File: config.mk
export PLATFORM = sky130hd
export DESIGN_NAME = cbr_routing_fabric
export DESIGN_NICKNAME = d
export VERILOG_FILES = /design/src/hw/cbr_pkg.sv /design/src/hw/cbr_routing_fabric.sv
export VERILOG_INCLUDE_DIRS = /design/src /design/src/hw
export SDC_FILE = /design/constraint.sdc
export NUM_CORES = 2
export LEC_CHECK = 0
export BUFFER_PORTS_ARGS = -buffer_cell sky130_fd_sc_hd__buf_2
export CORE_MARGIN = 5
export CORE_UTILIZATION = 45
export CTS_BUF_LIST = sky130_fd_sc_hd__clkbuf_16
export CTS_CLUSTER_DIAMETER = 120
export DETAILED_ROUTE_END_ITERATION = 7
export GPL_ROUTABILITY_DRIVEN = 0
export PLACE_DENSITY = 0.7
export SKIP_LAST_GASP = 1
export SYNTH_ARGS = -nofsm -noshare
export SYNTH_HDL_FRONTEND = slang
export SYNTH_SLANG_ARGS = --single-unit
File: constraint.sdc
create_clock -name CLK -period 21.1 [get_ports CLK]
set_clock_uncertainty 0.2 [all_clocks]
set_input_delay 2.11 -clock CLK [delete_from_list [all_inputs] [get_ports CLK]]
set_output_delay 2.11 -clock CLK [all_outputs]
set_load 0.02 [all_outputs]
File: src/hw/cbr_cfg.svh
`ifndef CBR_CFG_SVH
`define CBR_CFG_SVH
// buffer ram: byte wide, 16k entries
`define CBR_BUF_AW 14
`define CBR_BUF_DW 8
`define CBR_BUF_DEPTH 16384
// descriptor table ram: 128-bit words, 144 entries
`define CBR_DT_AW 8
`define CBR_DT_DW 128
`define CBR_DT_DEPTH 144
// first word of the descriptor sub-table inside the descriptor table ram
`define CBR_DT_DESC_BASE 8'h00
// descriptor word field positions
`define CBR_DF_TYPE_LSB 0
`define CBR_DF_BASE_LSB 2
`define CBR_DF_SIZE_LSB 16
`define CBR_DF_SUB_LSB 31
`define CBR_DF_EN_BIT 45
// field widths
`define CBR_SIZE_W 15
`define CBR_PC_W 8
// reset values
`define CBR_PTR_RST 14'h0000
`define CBR_PC_RST 8'h00
// host fifo depth
`define CBR_FIFO_DEPTH 16
`endif

File: src/hw/cbr_pkg.sv
`include "cbr_cfg.svh"
`default_nettype none
package cbr_pkg;
    typedef enum logic [1:0] {
        CBR_SYNC = 2'h0,
        CBR_ISOC = 2'h1,
        CBR_ASYNC = 2'h2,
        CBR_CTRL = 2'h3
    } cbr_ctype_t;

    // last buffer ram grant, one-hot
    typedef enum logic [1:0] {
        CBR_GNT_WR = 2'h1,
        CBR_GNT_RD = 2'h2
    } cbr_gnt_t;

    typedef logic [`CBR_BUF_AW-1:0] cbr_ptr_t;
    typedef logic [`CBR_SIZE_W-1:0] cbr_size_t;
    typedef logic [`CBR_PC_W-1:0] cbr_pc_t;

    typedef struct packed {
        logic active;
        cbr_ctype_t ctype;
        cbr_ptr_t base;
        cbr_size_t size;
        cbr_ptr_t sub;
        cbr_ptr_t wstart;
        cbr_ptr_t write_pointer;
        cbr_ptr_t read_pointer;
        logic buffer_full_flag;
        cbr_pc_t write_packet_count;
        cbr_pc_t read_packet_count;
    } cbr_chan_t;
endpackage
`default_nettype wire

File: src/hw/cbr_routing_fabric.sv
// Operation
// - arbiter and muxes share both external rams
// - channel descriptors govern each buffer access
// - buffer ram addressing covers 16k bytes
// - buffer ram gives circular buffering per channel
// - receive keeps write pointer, transmit read pointer
// - per-type full/empty detection prevents over/underflow
// - sync read pointer trails write by two sub-buffers
// - sync pointers jump to next sub-buffer on sync
// - isochronous never reads empty nor writes full
// - isochronous empty: pointers equal, full flag clear
// - isochronous full: pointers equal, full flag set
// - async/control judged by pointers and packet counts
// - async empty: pointers equal, counts equal
// - async full: equal pointers differing counts, or count-1
// - descriptor ram is 144 words of 128 bits
// - descriptor table is one of three sub-tables
`include "cbr_cfg.svh"
`default_nettype none

module cbr_fifo #(
    parameter int W = 8,
    parameter int D = 16
) (
    // clock and reset
    input wire logic clk,
    input wire logic rst_b,
    // fill side
    input wire logic in_valid,
    output logic in_ready,
    input wire logic [W-1:0] in_data,
    // drain side
    output logic out_valid,
    input wire logic out_ready,
    output logic [W-1:0] out_data
);
    localparam int AW = $clog2(D);
    typedef struct packed {
        logic [D-1:0][W-1:0] mem;
        logic [AW-1:0] wp;
        logic [AW-1:0] rp;
        logic [AW:0] cnt;
    } cbr_fifo_st_t;
    cbr_fifo_st_t s;
    cbr_fifo_st_t next_s;
    logic push;
    logic pop;

    assign in_ready = s.cnt != (AW+1)'(D);
    assign out_valid = s.cnt != '0;
    assign out_data = s.mem[s.rp];
    assign push = in_valid && in_ready;
    assign pop = out_valid && out_ready;

    always_comb begin
        next_s = s;
        if (push) begin
            next_s.mem[s.wp] = in_data;
            next_s.wp = (s.wp == (AW)'(D-1)) ? '0 : s.wp + 1'b1;
        end
        if (pop) begin
            next_s.rp = (s.rp == (AW)'(D-1)) ? '0 : s.rp + 1'b1;
        end
        if (push && !pop) begin
            next_s.cnt = s.cnt + 1'b1;
        end else if (pop && !push) begin
            next_s.cnt = s.cnt - 1'b1;
        end
    end

    always_ff @(posedge clk or negedge rst_b) begin
        if (!rst_b) begin
            s <= '0;
        end else begin
            s <= next_s;
        end
    end
endmodule

module cbr_routing_fabric #(
    parameter int N = 4,
    parameter int CW = 2,
    parameter int FIFO_DEPTH = `CBR_FIFO_DEPTH
) (
    // clock and reset
    input wire logic CLK,
    input wire logic RST_B,
    // channel control and status
    input wire logic [N-1:0] CH_LOAD,
    input wire logic FRAME_SYNC,
    output logic [N-1:0] CH_ACTIVE,
    output logic [N-1:0] CH_EMPTY,
    output logic [N-1:0] CH_FULL,
    // media bus port, receive side writes into the buffers
    input wire logic MEDIA_VALID,
    output logic MEDIA_READY,
    input wire logic [CW-1:0] MEDIA_CH,
    input wire logic [`CBR_BUF_DW-1:0] MEDIA_DATA,
    input wire logic MEDIA_LAST,
    // host bus port, read requests
    input wire logic HOST_REQ_VALID,
    output logic HOST_REQ_READY,
    input wire logic [CW-1:0] HOST_REQ_CH,
    input wire logic HOST_REQ_LAST,
    // host bus port, read data
    output logic HOST_VALID,
    input wire logic HOST_READY,
    output logic [CW-1:0] HOST_CH,
    output logic HOST_LAST,
    output logic [`CBR_BUF_DW-1:0] HOST_DATA,
    // buffer ram
    output logic [`CBR_BUF_AW-1:0] BUF_ADDR,
    output logic BUF_WE,
    output logic BUF_RE,
    output logic [`CBR_BUF_DW-1:0] BUF_WDATA,
    input wire logic [`CBR_BUF_DW-1:0] BUF_RDATA,
    // descriptor table ram
    output logic [`CBR_DT_AW-1:0] DT_ADDR,
    output logic DT_RE,
    input wire logic [`CBR_DT_DW-1:0] DT_RDATA
);
    import cbr_pkg::*;

    localparam int FW = `CBR_BUF_DW + CW + 1;

    typedef struct packed {
        cbr_chan_t [N-1:0] ch;
        logic fs1;
        logic fs2;
        logic fs3;
        logic [N-1:0] dt_pend;
        logic [CW-1:0] dt_rr;
        logic dt_p1v;
        logic [CW-1:0] dt_p1ch;
        logic dt_p2v;
        logic [CW-1:0] dt_p2ch;
        logic [`CBR_DT_AW-1:0] dt_addr;
        logic dt_re;
        cbr_gnt_t last;
        logic [`CBR_BUF_AW-1:0] buf_addr;
        logic buf_we;
        logic buf_re;
        logic [`CBR_BUF_DW-1:0] buf_wdata;
        logic rd_p1v;
        logic [CW-1:0] rd_p1ch;
        logic rd_p1last;
        logic rd_p2v;
        logic [CW-1:0] rd_p2ch;
        logic rd_p2last;
    } cbr_state_t;

    cbr_state_t s;
    cbr_state_t next_s;
    logic [N-1:0] empty;
    logic [N-1:0] full;
    logic fifo_in_ready;
    logic [FW-1:0] fifo_out;

    // wrap-around step of a buffer offset
    function automatic cbr_ptr_t ptr_inc(input cbr_ptr_t p, input cbr_size_t size);
        cbr_size_t nx;
        nx = {1'b0, p} + 1'b1;
        ptr_inc = (nx >= size) ? '0 : nx[`CBR_BUF_AW-1:0];
    endfunction

    // offset two sub-buffers behind w, modulo the buffer size
    function automatic cbr_ptr_t ptr_rewind(input cbr_ptr_t w, input cbr_ptr_t sub, input cbr_size_t size);
        cbr_size_t two;
        cbr_size_t r;
        two = {sub, 1'b0};
        r = ({1'b0, w} >= two) ? ({1'b0, w} - two) : ({1'b0, w} + size - two);
        ptr_rewind = r[`CBR_BUF_AW-1:0];
    endfunction

    // start of the sub-buffer after w
    function automatic cbr_ptr_t ptr_next_sub(input cbr_ptr_t w, input cbr_ptr_t sub, input cbr_size_t size);
        cbr_size_t r;
        r = {1'b0, w} + {1'b0, sub};
        if (r >= size) begin
            r = r - size;
        end
        ptr_next_sub = r[`CBR_BUF_AW-1:0];
    endfunction

    genvar g;
    generate
        for (g = 0; g < N; g = g + 1) begin : g_stat
            logic eq;
            logic pc_eq;
            logic pc_wrap;
            assign eq = s.ch[g].write_pointer == s.ch[g].read_pointer;
            assign pc_eq = s.ch[g].write_packet_count == s.ch[g].read_packet_count;
            assign pc_wrap = s.ch[g].write_packet_count == (s.ch[g].read_packet_count - 1'b1);
            always_comb begin
                empty[g] = 1'b0;
                full[g] = 1'b0;
                case (s.ch[g].ctype)
                    CBR_ISOC: begin
                        empty[g] = eq && !s.ch[g].buffer_full_flag;
                        full[g] = eq && s.ch[g].buffer_full_flag;
                    end
                    CBR_ASYNC, CBR_CTRL: begin
                        empty[g] = eq && pc_eq;
                        full[g] = (eq && !pc_eq) || pc_wrap;
                    end
                    default: begin
                        // sync channels rely on the two sub-buffer spacing instead
                        empty[g] = 1'b0;
                        full[g] = 1'b0;
                    end
                endcase
            end
            assign CH_ACTIVE[g] = s.ch[g].active;
        end
    endgenerate

    assign CH_EMPTY = empty;
    assign CH_FULL = full;

    logic wr_req;
    logic rd_req;
    logic gnt_wr;
    logic gnt_rd;
    logic [N-1:0] dt_clr;

    always_comb begin
        logic [CW-1:0] idx;
        logic found;
        cbr_ptr_t np;
        cbr_ptr_t dbase;
        cbr_ptr_t dsub;
        cbr_size_t dsize;
        cbr_ctype_t dtype;
        idx = '0;
        found = 1'b0;
        np = '0;
        dbase = '0;
        dsub = '0;
        dsize = '0;
        dtype = CBR_SYNC;
        dt_clr = '0;
        next_s = s;

        next_s.fs1 = FRAME_SYNC;
        next_s.fs2 = s.fs1;
        next_s.fs3 = s.fs2;

        // descriptor fetch: one request in flight, rotating start point
        next_s.dt_re = 1'b0;
        next_s.dt_p1v = 1'b0;
        next_s.dt_p2v = s.dt_p1v;
        next_s.dt_p2ch = s.dt_p1ch;
        if (!s.dt_p1v && !s.dt_p2v) begin
            for (int i = 0; i < N; i++) begin
                if (!found) begin
                    idx = CW'((int'(s.dt_rr) + i) % N);
                    if (s.dt_pend[idx]) begin
                        found = 1'b1;
                    end
                end
            end
            if (found) begin
                dt_clr[idx] = 1'b1;
                next_s.dt_re = 1'b1;
                next_s.dt_addr = `CBR_DT_DESC_BASE + `CBR_DT_AW'(idx);
                next_s.dt_p1v = 1'b1;
                next_s.dt_p1ch = idx;
                next_s.dt_rr = CW'((int'(idx) + 1) % N);
                next_s.ch[idx].active = 1'b0;
            end
        end
        // a load pulse in the cycle of its own clear is kept
        next_s.dt_pend = (s.dt_pend & ~dt_clr) | CH_LOAD;

        // buffer ram arbitration between media writes and host reads
        wr_req = MEDIA_VALID && (int'(MEDIA_CH) < N) && s.ch[MEDIA_CH].active && !full[MEDIA_CH];
        rd_req = HOST_REQ_VALID && (int'(HOST_REQ_CH) < N) && s.ch[HOST_REQ_CH].active && !empty[HOST_REQ_CH]
                 && fifo_in_ready && !s.rd_p1v && !s.rd_p2v;
        case (s.last)
            CBR_GNT_WR: begin
                gnt_rd = rd_req;
                gnt_wr = wr_req && !rd_req;
            end
            CBR_GNT_RD: begin
                gnt_wr = wr_req;
                gnt_rd = rd_req && !wr_req;
            end
            default: begin
                gnt_wr = 1'b0;
                gnt_rd = 1'b0;
            end
        endcase
        if (gnt_wr) begin
            next_s.last = CBR_GNT_WR;
        end else if (gnt_rd) begin
            next_s.last = CBR_GNT_RD;
        end

        next_s.buf_we = gnt_wr;
        next_s.buf_re = gnt_rd;
        if (gnt_wr) begin
            next_s.buf_addr = s.ch[MEDIA_CH].base + s.ch[MEDIA_CH].write_pointer;
            next_s.buf_wdata = MEDIA_DATA;
            np = ptr_inc(s.ch[MEDIA_CH].write_pointer, s.ch[MEDIA_CH].size);
            next_s.ch[MEDIA_CH].write_pointer = np;
            if (s.ch[MEDIA_CH].ctype == CBR_ISOC && np == s.ch[MEDIA_CH].read_pointer) begin
                next_s.ch[MEDIA_CH].buffer_full_flag = 1'b1;
            end
            if (MEDIA_LAST) begin
                next_s.ch[MEDIA_CH].write_packet_count = s.ch[MEDIA_CH].write_packet_count + 1'b1;
            end
        end
        if (gnt_rd) begin
            next_s.buf_addr = s.ch[HOST_REQ_CH].base + s.ch[HOST_REQ_CH].read_pointer;
            next_s.ch[HOST_REQ_CH].read_pointer =
                ptr_inc(s.ch[HOST_REQ_CH].read_pointer, s.ch[HOST_REQ_CH].size);
            next_s.ch[HOST_REQ_CH].buffer_full_flag = 1'b0;
            if (HOST_REQ_LAST) begin
                next_s.ch[HOST_REQ_CH].read_packet_count = s.ch[HOST_REQ_CH].read_packet_count + 1'b1;
            end
        end
        next_s.rd_p1v = gnt_rd;
        next_s.rd_p1ch = HOST_REQ_CH;
        next_s.rd_p1last = HOST_REQ_LAST;
        next_s.rd_p2v = s.rd_p1v;
        next_s.rd_p2ch = s.rd_p1ch;
        next_s.rd_p2last = s.rd_p1last;

        // frame sync moves both pointers of every active sync channel
        if (s.fs2 && !s.fs3) begin
            for (int c = 0; c < N; c++) begin
                if (s.ch[c].active && s.ch[c].ctype == CBR_SYNC) begin
                    np = ptr_next_sub(s.ch[c].wstart, s.ch[c].sub, s.ch[c].size);
                    next_s.ch[c].wstart = np;
                    next_s.ch[c].write_pointer = np;
                    next_s.ch[c].read_pointer = ptr_rewind(np, s.ch[c].sub, s.ch[c].size);
                end
            end
        end

        // descriptor arrival: channel restarts with fresh pointers
        if (s.dt_p2v) begin
            dtype = cbr_ctype_t'(DT_RDATA[`CBR_DF_TYPE_LSB +: 2]);
            dbase = DT_RDATA[`CBR_DF_BASE_LSB +: `CBR_BUF_AW];
            dsize = DT_RDATA[`CBR_DF_SIZE_LSB +: `CBR_SIZE_W];
            dsub = DT_RDATA[`CBR_DF_SUB_LSB +: `CBR_BUF_AW];
            next_s.ch[s.dt_p2ch].active = DT_RDATA[`CBR_DF_EN_BIT];
            next_s.ch[s.dt_p2ch].ctype = dtype;
            next_s.ch[s.dt_p2ch].base = dbase;
            next_s.ch[s.dt_p2ch].size = dsize;
            next_s.ch[s.dt_p2ch].sub = dsub;
            next_s.ch[s.dt_p2ch].wstart = `CBR_PTR_RST;
            next_s.ch[s.dt_p2ch].write_pointer = `CBR_PTR_RST;
            next_s.ch[s.dt_p2ch].read_pointer = (dtype == CBR_SYNC) ?
                ptr_rewind(`CBR_PTR_RST, dsub, dsize) : `CBR_PTR_RST;
            next_s.ch[s.dt_p2ch].buffer_full_flag = 1'b0;
            next_s.ch[s.dt_p2ch].write_packet_count = `CBR_PC_RST;
            next_s.ch[s.dt_p2ch].read_packet_count = `CBR_PC_RST;
        end
    end

    always_ff @(posedge CLK or negedge RST_B) begin
        if (!RST_B) begin
            s <= '0;
            s.last <= CBR_GNT_RD;
        end else begin
            s <= next_s;
        end
    end

    assign MEDIA_READY = gnt_wr;
    assign HOST_REQ_READY = gnt_rd;
    assign BUF_ADDR = s.buf_addr;
    assign BUF_WE = s.buf_we;
    assign BUF_RE = s.buf_re;
    assign BUF_WDATA = s.buf_wdata;
    assign DT_ADDR = s.dt_addr;
    assign DT_RE = s.dt_re;

    // read data buffered toward the host port; a full fifo stalls reads
    cbr_fifo #(
        .W(FW),
        .D(FIFO_DEPTH)
    ) u_fifo (
        .clk(CLK),
        .rst_b(RST_B),
        .in_valid(s.rd_p2v),
        .in_ready(fifo_in_ready),
        .in_data({s.rd_p2last, s.rd_p2ch, BUF_RDATA}),
        .out_valid(HOST_VALID),
        .out_ready(HOST_READY),
        .out_data(fifo_out)
    );

    assign HOST_DATA = fifo_out[`CBR_BUF_DW-1:0];
    assign HOST_CH = fifo_out[`CBR_BUF_DW +: CW];
    assign HOST_LAST = fifo_out[FW-1];
endmodule
`default_nettype wire

======== Word-level counts from Yosys, hierarchy flattened ========
Index checks and enable logic that the tools add are counted.
storage, ports and cells
  word-level logic and storage cells ...... 413
  bits of input ports ..................... 160
  latch bits .............................. 0
  memories kept ........................... 0
  bits in read-only memories .............. 0
  register bits after elaboration ......... 658
  output and inout port bits .............. 59
  memory bits (writable) .................. 0
operators by class
  bitwise gates (word level) .............. 3
  multiplexer cells ....................... 153
  add/sub/neg operators ................... 40
  equal/unequal tests ..................... 31
  reduce and logical (&&, ||, !) cells .... 77
  shift-type cells ........................ 0
  div/mod/pow operators ................... 0
  magnitude comparators ................... 26
  multiply operators ...................... 0
operators by type and width
  operator          count
  $bwmux 420        18
  $demux 105 s2     18
  $mux 420          9
  $bmux 105 s2      2
  $mux 105          4
  $mux 42           8
  $mux 14           22
  $sub 14x14->14    13
  $bwmux 176        1
  $mux 104          1
  $mux 102          1
  $ge 15x15->1      6
  $mux 45           2
  $mux 88           1
  $add 14x14->14    6
  $mux 73           1
  $eq 14x14->1      5
  $eq 8x8->1        8
  $mux 31           2
  $add 14x14->15    4
  $ge 14x15->1      4
  $mux 59           1
  $mux 17           3
  $bmux 11 s4       1
  41 further kinds  189

======== Longest topological paths before layout ========
  depth in word-level cells ............... 43
  mapped depth ............................ 37
  gate-level depth less buffers ........... 35

======== Modules after synthesis ========
From an unflattened synthesis, not the netlist that was laid out.
second synthesis, totals
  cell total of the unflattened synthesis .. 5096
  area total of the unflattened synthesis .. 48739.2 sq um
by module, submodules not included
  module              area an instance (sq um)  times used  cells an instance  sequential area each (sq um)
  cbr_routing_fabric  39619.2                   1           4526               11712.5
  cbr_fifo            9120.0                    1           570                4729.5

======== Least setup slack after synthesis ========
OpenSTA, ideal clock, no wires.
  kind .................................... input to register
  from .................................... input MEDIA_CH[0]
  to ...................................... register s[284] (netlist name)
  cell stages on the path ................. 22
  arrival ................................. 7.011 ns
  setup time .............................. 0.139 ns
  buffers on the path ..................... 9
  data required time ...................... 20.761 ns
  path slack .............................. 13.750 ns
  path through ............................ buf_2 clkbuf_8 clkbuf_8 buf_2 buf_2 buf_1 buf_2 buf_2 mux4_2 inv_1 ha_1 nor2b_1 o211ai_1 and3_1 nor4_1 or2_2 clkbuf_1 nor2_1 o221a_2 and4b_1 a31oi_1 nor3_1
RTL lines
  what                  line                       text
  start, declared       cbr_routing_fabric.sv:97   input wire logic [CW-1:0] MEDIA_CH,
  end signal, assigned  cbr_routing_fabric.sv:367  s <= next_s;
  end, declared         cbr_routing_fabric.sv:152  cbr_state_t s;

==> results.ini <==
[synth]
netlist_area_um2=48600
ys_ff_latch=657
yosysTopAreaCell=dfrtp_1
yosysMostFrequentCell=dfrtp_1
synth_common_cells=656 x dfrtp_1, 580 x nand2_1, 372 x nor2_1, 331 x inv_1, 315 x ha_1
avgSynthCellArea_um2=9.68
synth_cell_types=117
ys.flop_type=dfrtp_1
synthCells=5022
synth_edf_count=0
synth_top_area_share_pct=33.8
ys_seq_area_share_pct=33.8
ys_warn_count=0
synthTopCellsByArea=dfrtp_1 34%, ha_1 8.1%, mux4_2 7.8%
synth-async-reset-ratio_pct=100

[critical_path]
rr_endpoint=s[297]
start_kind=register
slowest_stage=a211oi_1
r2r.worst_path.cells=32
cp_common_cell=o21ai_0
rr_startpoint=s[327]
cp_data_required_time_ns=21.41
reg2reg_slack_ns=11.99
slowest_delay_ns=0.74
setup.worst_path.class=register to register
cp_max_fo=16
path_delay_family=compound AO/OA/AOI/OAI gates
end_kind=register
cp_data_arrival_time_ns=9.42
critPathBufInv=3

[final_layout]
multi_input_area_um2=29700
register_area_um2=16400
areaGrowthSynthToFinish_pct=8.25
layout.nets=5564
nFillCells=9786
drive_gt1_share_pct=14.4

[global_route]
first_global_vias=39149
globalRouteOverflowTotal=0
grt_max_degree=124
grt_pass1_wl_mm=245
antenna_found_initial=9
grtUsageTotal_pct=27.6

[clock_tree]
postCtsSetupRepairBufs=0
clkLatencyLatePin_ns=0.67
cts_buffers=75
ctsHoldBuffers=0
h-tree-depth=3
cts_tree=yes
clockBufferDepth=3
clk_pin_slew_ns=0.06
cts_sinks=657
ctsResizeCount=0
cts_root_buffer=clkbuf_16

[sta]
final_max_slew_viol_count=0
fin_setup_tns_ns=0
rsz0062_at_grt=false
timing_hold_violations_final=0
period_share_pct=43.2
relSlewSlack_pct=0.805
layout_min_cycle_time_ns=9.11
timing.fmax_ghz=0.110
setup_violations=0
worst_pin_slew_ns=1.48

[die]
die_y_um=339
io_pins=219
core_area_um2=107000
die_x_um=339
design.die.area_um2=115000
start_util_pct=45.3
rows=120

[worst_hold_path]
holdPathStages=0
hold_start=next_s[56]
min_to=next_s[55]
min_path_type=register to register

[detailed_routing]
drt_pass1_iterations=8
vias_per_cell=6.27
drc=14
dr.max_layer_used=met5
drtIter0Drc=4693
met2WireLength_mm=70.1
wl_met1_mm=63.9
routedWlPerCell_um=25.2
wl_met3_mm=18.9
num_vias=40722
ant_nets=0
drt-total-wl_mm=164

[placed_design]
place_hpwl_mm=121
io_buffers=130

[run]
cap_violations=1

[outcome]
violations=DRC, capacitance limit
run_status=complete, but fails checks

-- cells by family after synthesis --
| group | count (synthesis) | share of synthesized area [%] |
|---|---|---|
| adder cells (fa/ha/maj) | 379 | 10.7 |
| flip-flops | 657 | 33.8 |
| multiplexers | 553 | 16.3 |
| XOR/XNOR | 340 | 6.15 |
| buffers and inverters | 584 | 5.15 |
| other | 1 | 0.00771 |
| AO/OA/AOI/OAI | 1028 | 13.6 |
| AND/OR/NAND/NOR | 1480 | 14.2 |
-- per-layer routing --
| metal | GRT usage [%] | up-vias |
|---|---|---|
| met2 | 41.6 | 2346 |
| met4 | 13.8 | 6 |
| li1 | - | 17910 |
| met5 | 0 | - |
| met3 | 8.90 | 612 |
| met1 | 35.8 | 19848 |
-- layout make-up --
| type | instances | share of cell area [%] |
|---|---|---|
| tap | 1403 | 3.34 |
| multi-input combinational | 3786 | 56.5 |
| clock inverter | 58 | 1.05 |
| sequential | 657 | 31.2 |
| timing repair buffer | 173 | 1.89 |
| antenna | 5 | 0.0238 |
| inverter | 332 | 2.37 |
| clock buffer | 76 | 3.61 |
-- cell usage in the layout (no fill, tap or decap), types with 47 or more instances in the layout --
cell type | synthesis | final
dfrtp_1 | 656 | 654
nand2_1 | 580 | 580
nor2_1 | 372 | 371
inv_1 | 331 | 344
ha_1 | 315 | 315
o21ai_0 | 296 | 296
a21oi_1 | 253 | 253
mux2_2 | 203 | 203
xor2_1 | 175 | 175
mux2i_1 | 175 | 175
mux4_2 | 169 | 169
xnor2_1 | 164 | 164
buf_2 | 28 | 125
nand3_1 | 101 | 100
nor3_1 | 79 | 79
clkbuf_16 | 0 | 76
a21o_1 | 74 | 74
fa_1 | 64 | 64
a211oi_1 | 56 | 56
nand2b_1 | 49 | 49
buf_4 | 43 | 47
-- worst max path at each step --
stage / startpoint / endpoint / slack [ns] / depth (start not counted)
after global placement: s[327] / s[297] / 12.36 / 32
after floorplan: MEDIA_CH[0] / s[284] / 13.75 / 22
after CTS: s[328] / s[297] / 12.29 / 31
after detailed placement: s[328] / s[297] / 12.30 / 31
final: s[327] / s[297] / 11.99 / 32
after global routing: s[328] / s[297] / 11.44 / 32
-- metrics by stage --
step	area [um^2]	utilization, %	std cells	setup WS (ns)	hold WS [ns]
CTS	52600	49.1	6485	12.29	0.151
floorplan	48600	-	5027	13.75	0.131
global route	52600	49.1	6488	11.44	0.159
detailed placement	50200	46.8	6351	12.30	0.136
finish	52600	49.1	6490	11.99	0.150
global placement	50200	46.8	6351	12.36	0.135
-- state kept, by name, indices dropped and copies added (netlist names) --
name       flops
BUF_WDATA      8
next_s         9
CH_ACTIVE      4
u_fifo.s     189
s            432
BUF_WE         1
BUF_ADDR      14
Power is left out: the tool's default activity adds up to more than one toggle a clock period on the data nets, which glitch-free logic cannot reach.
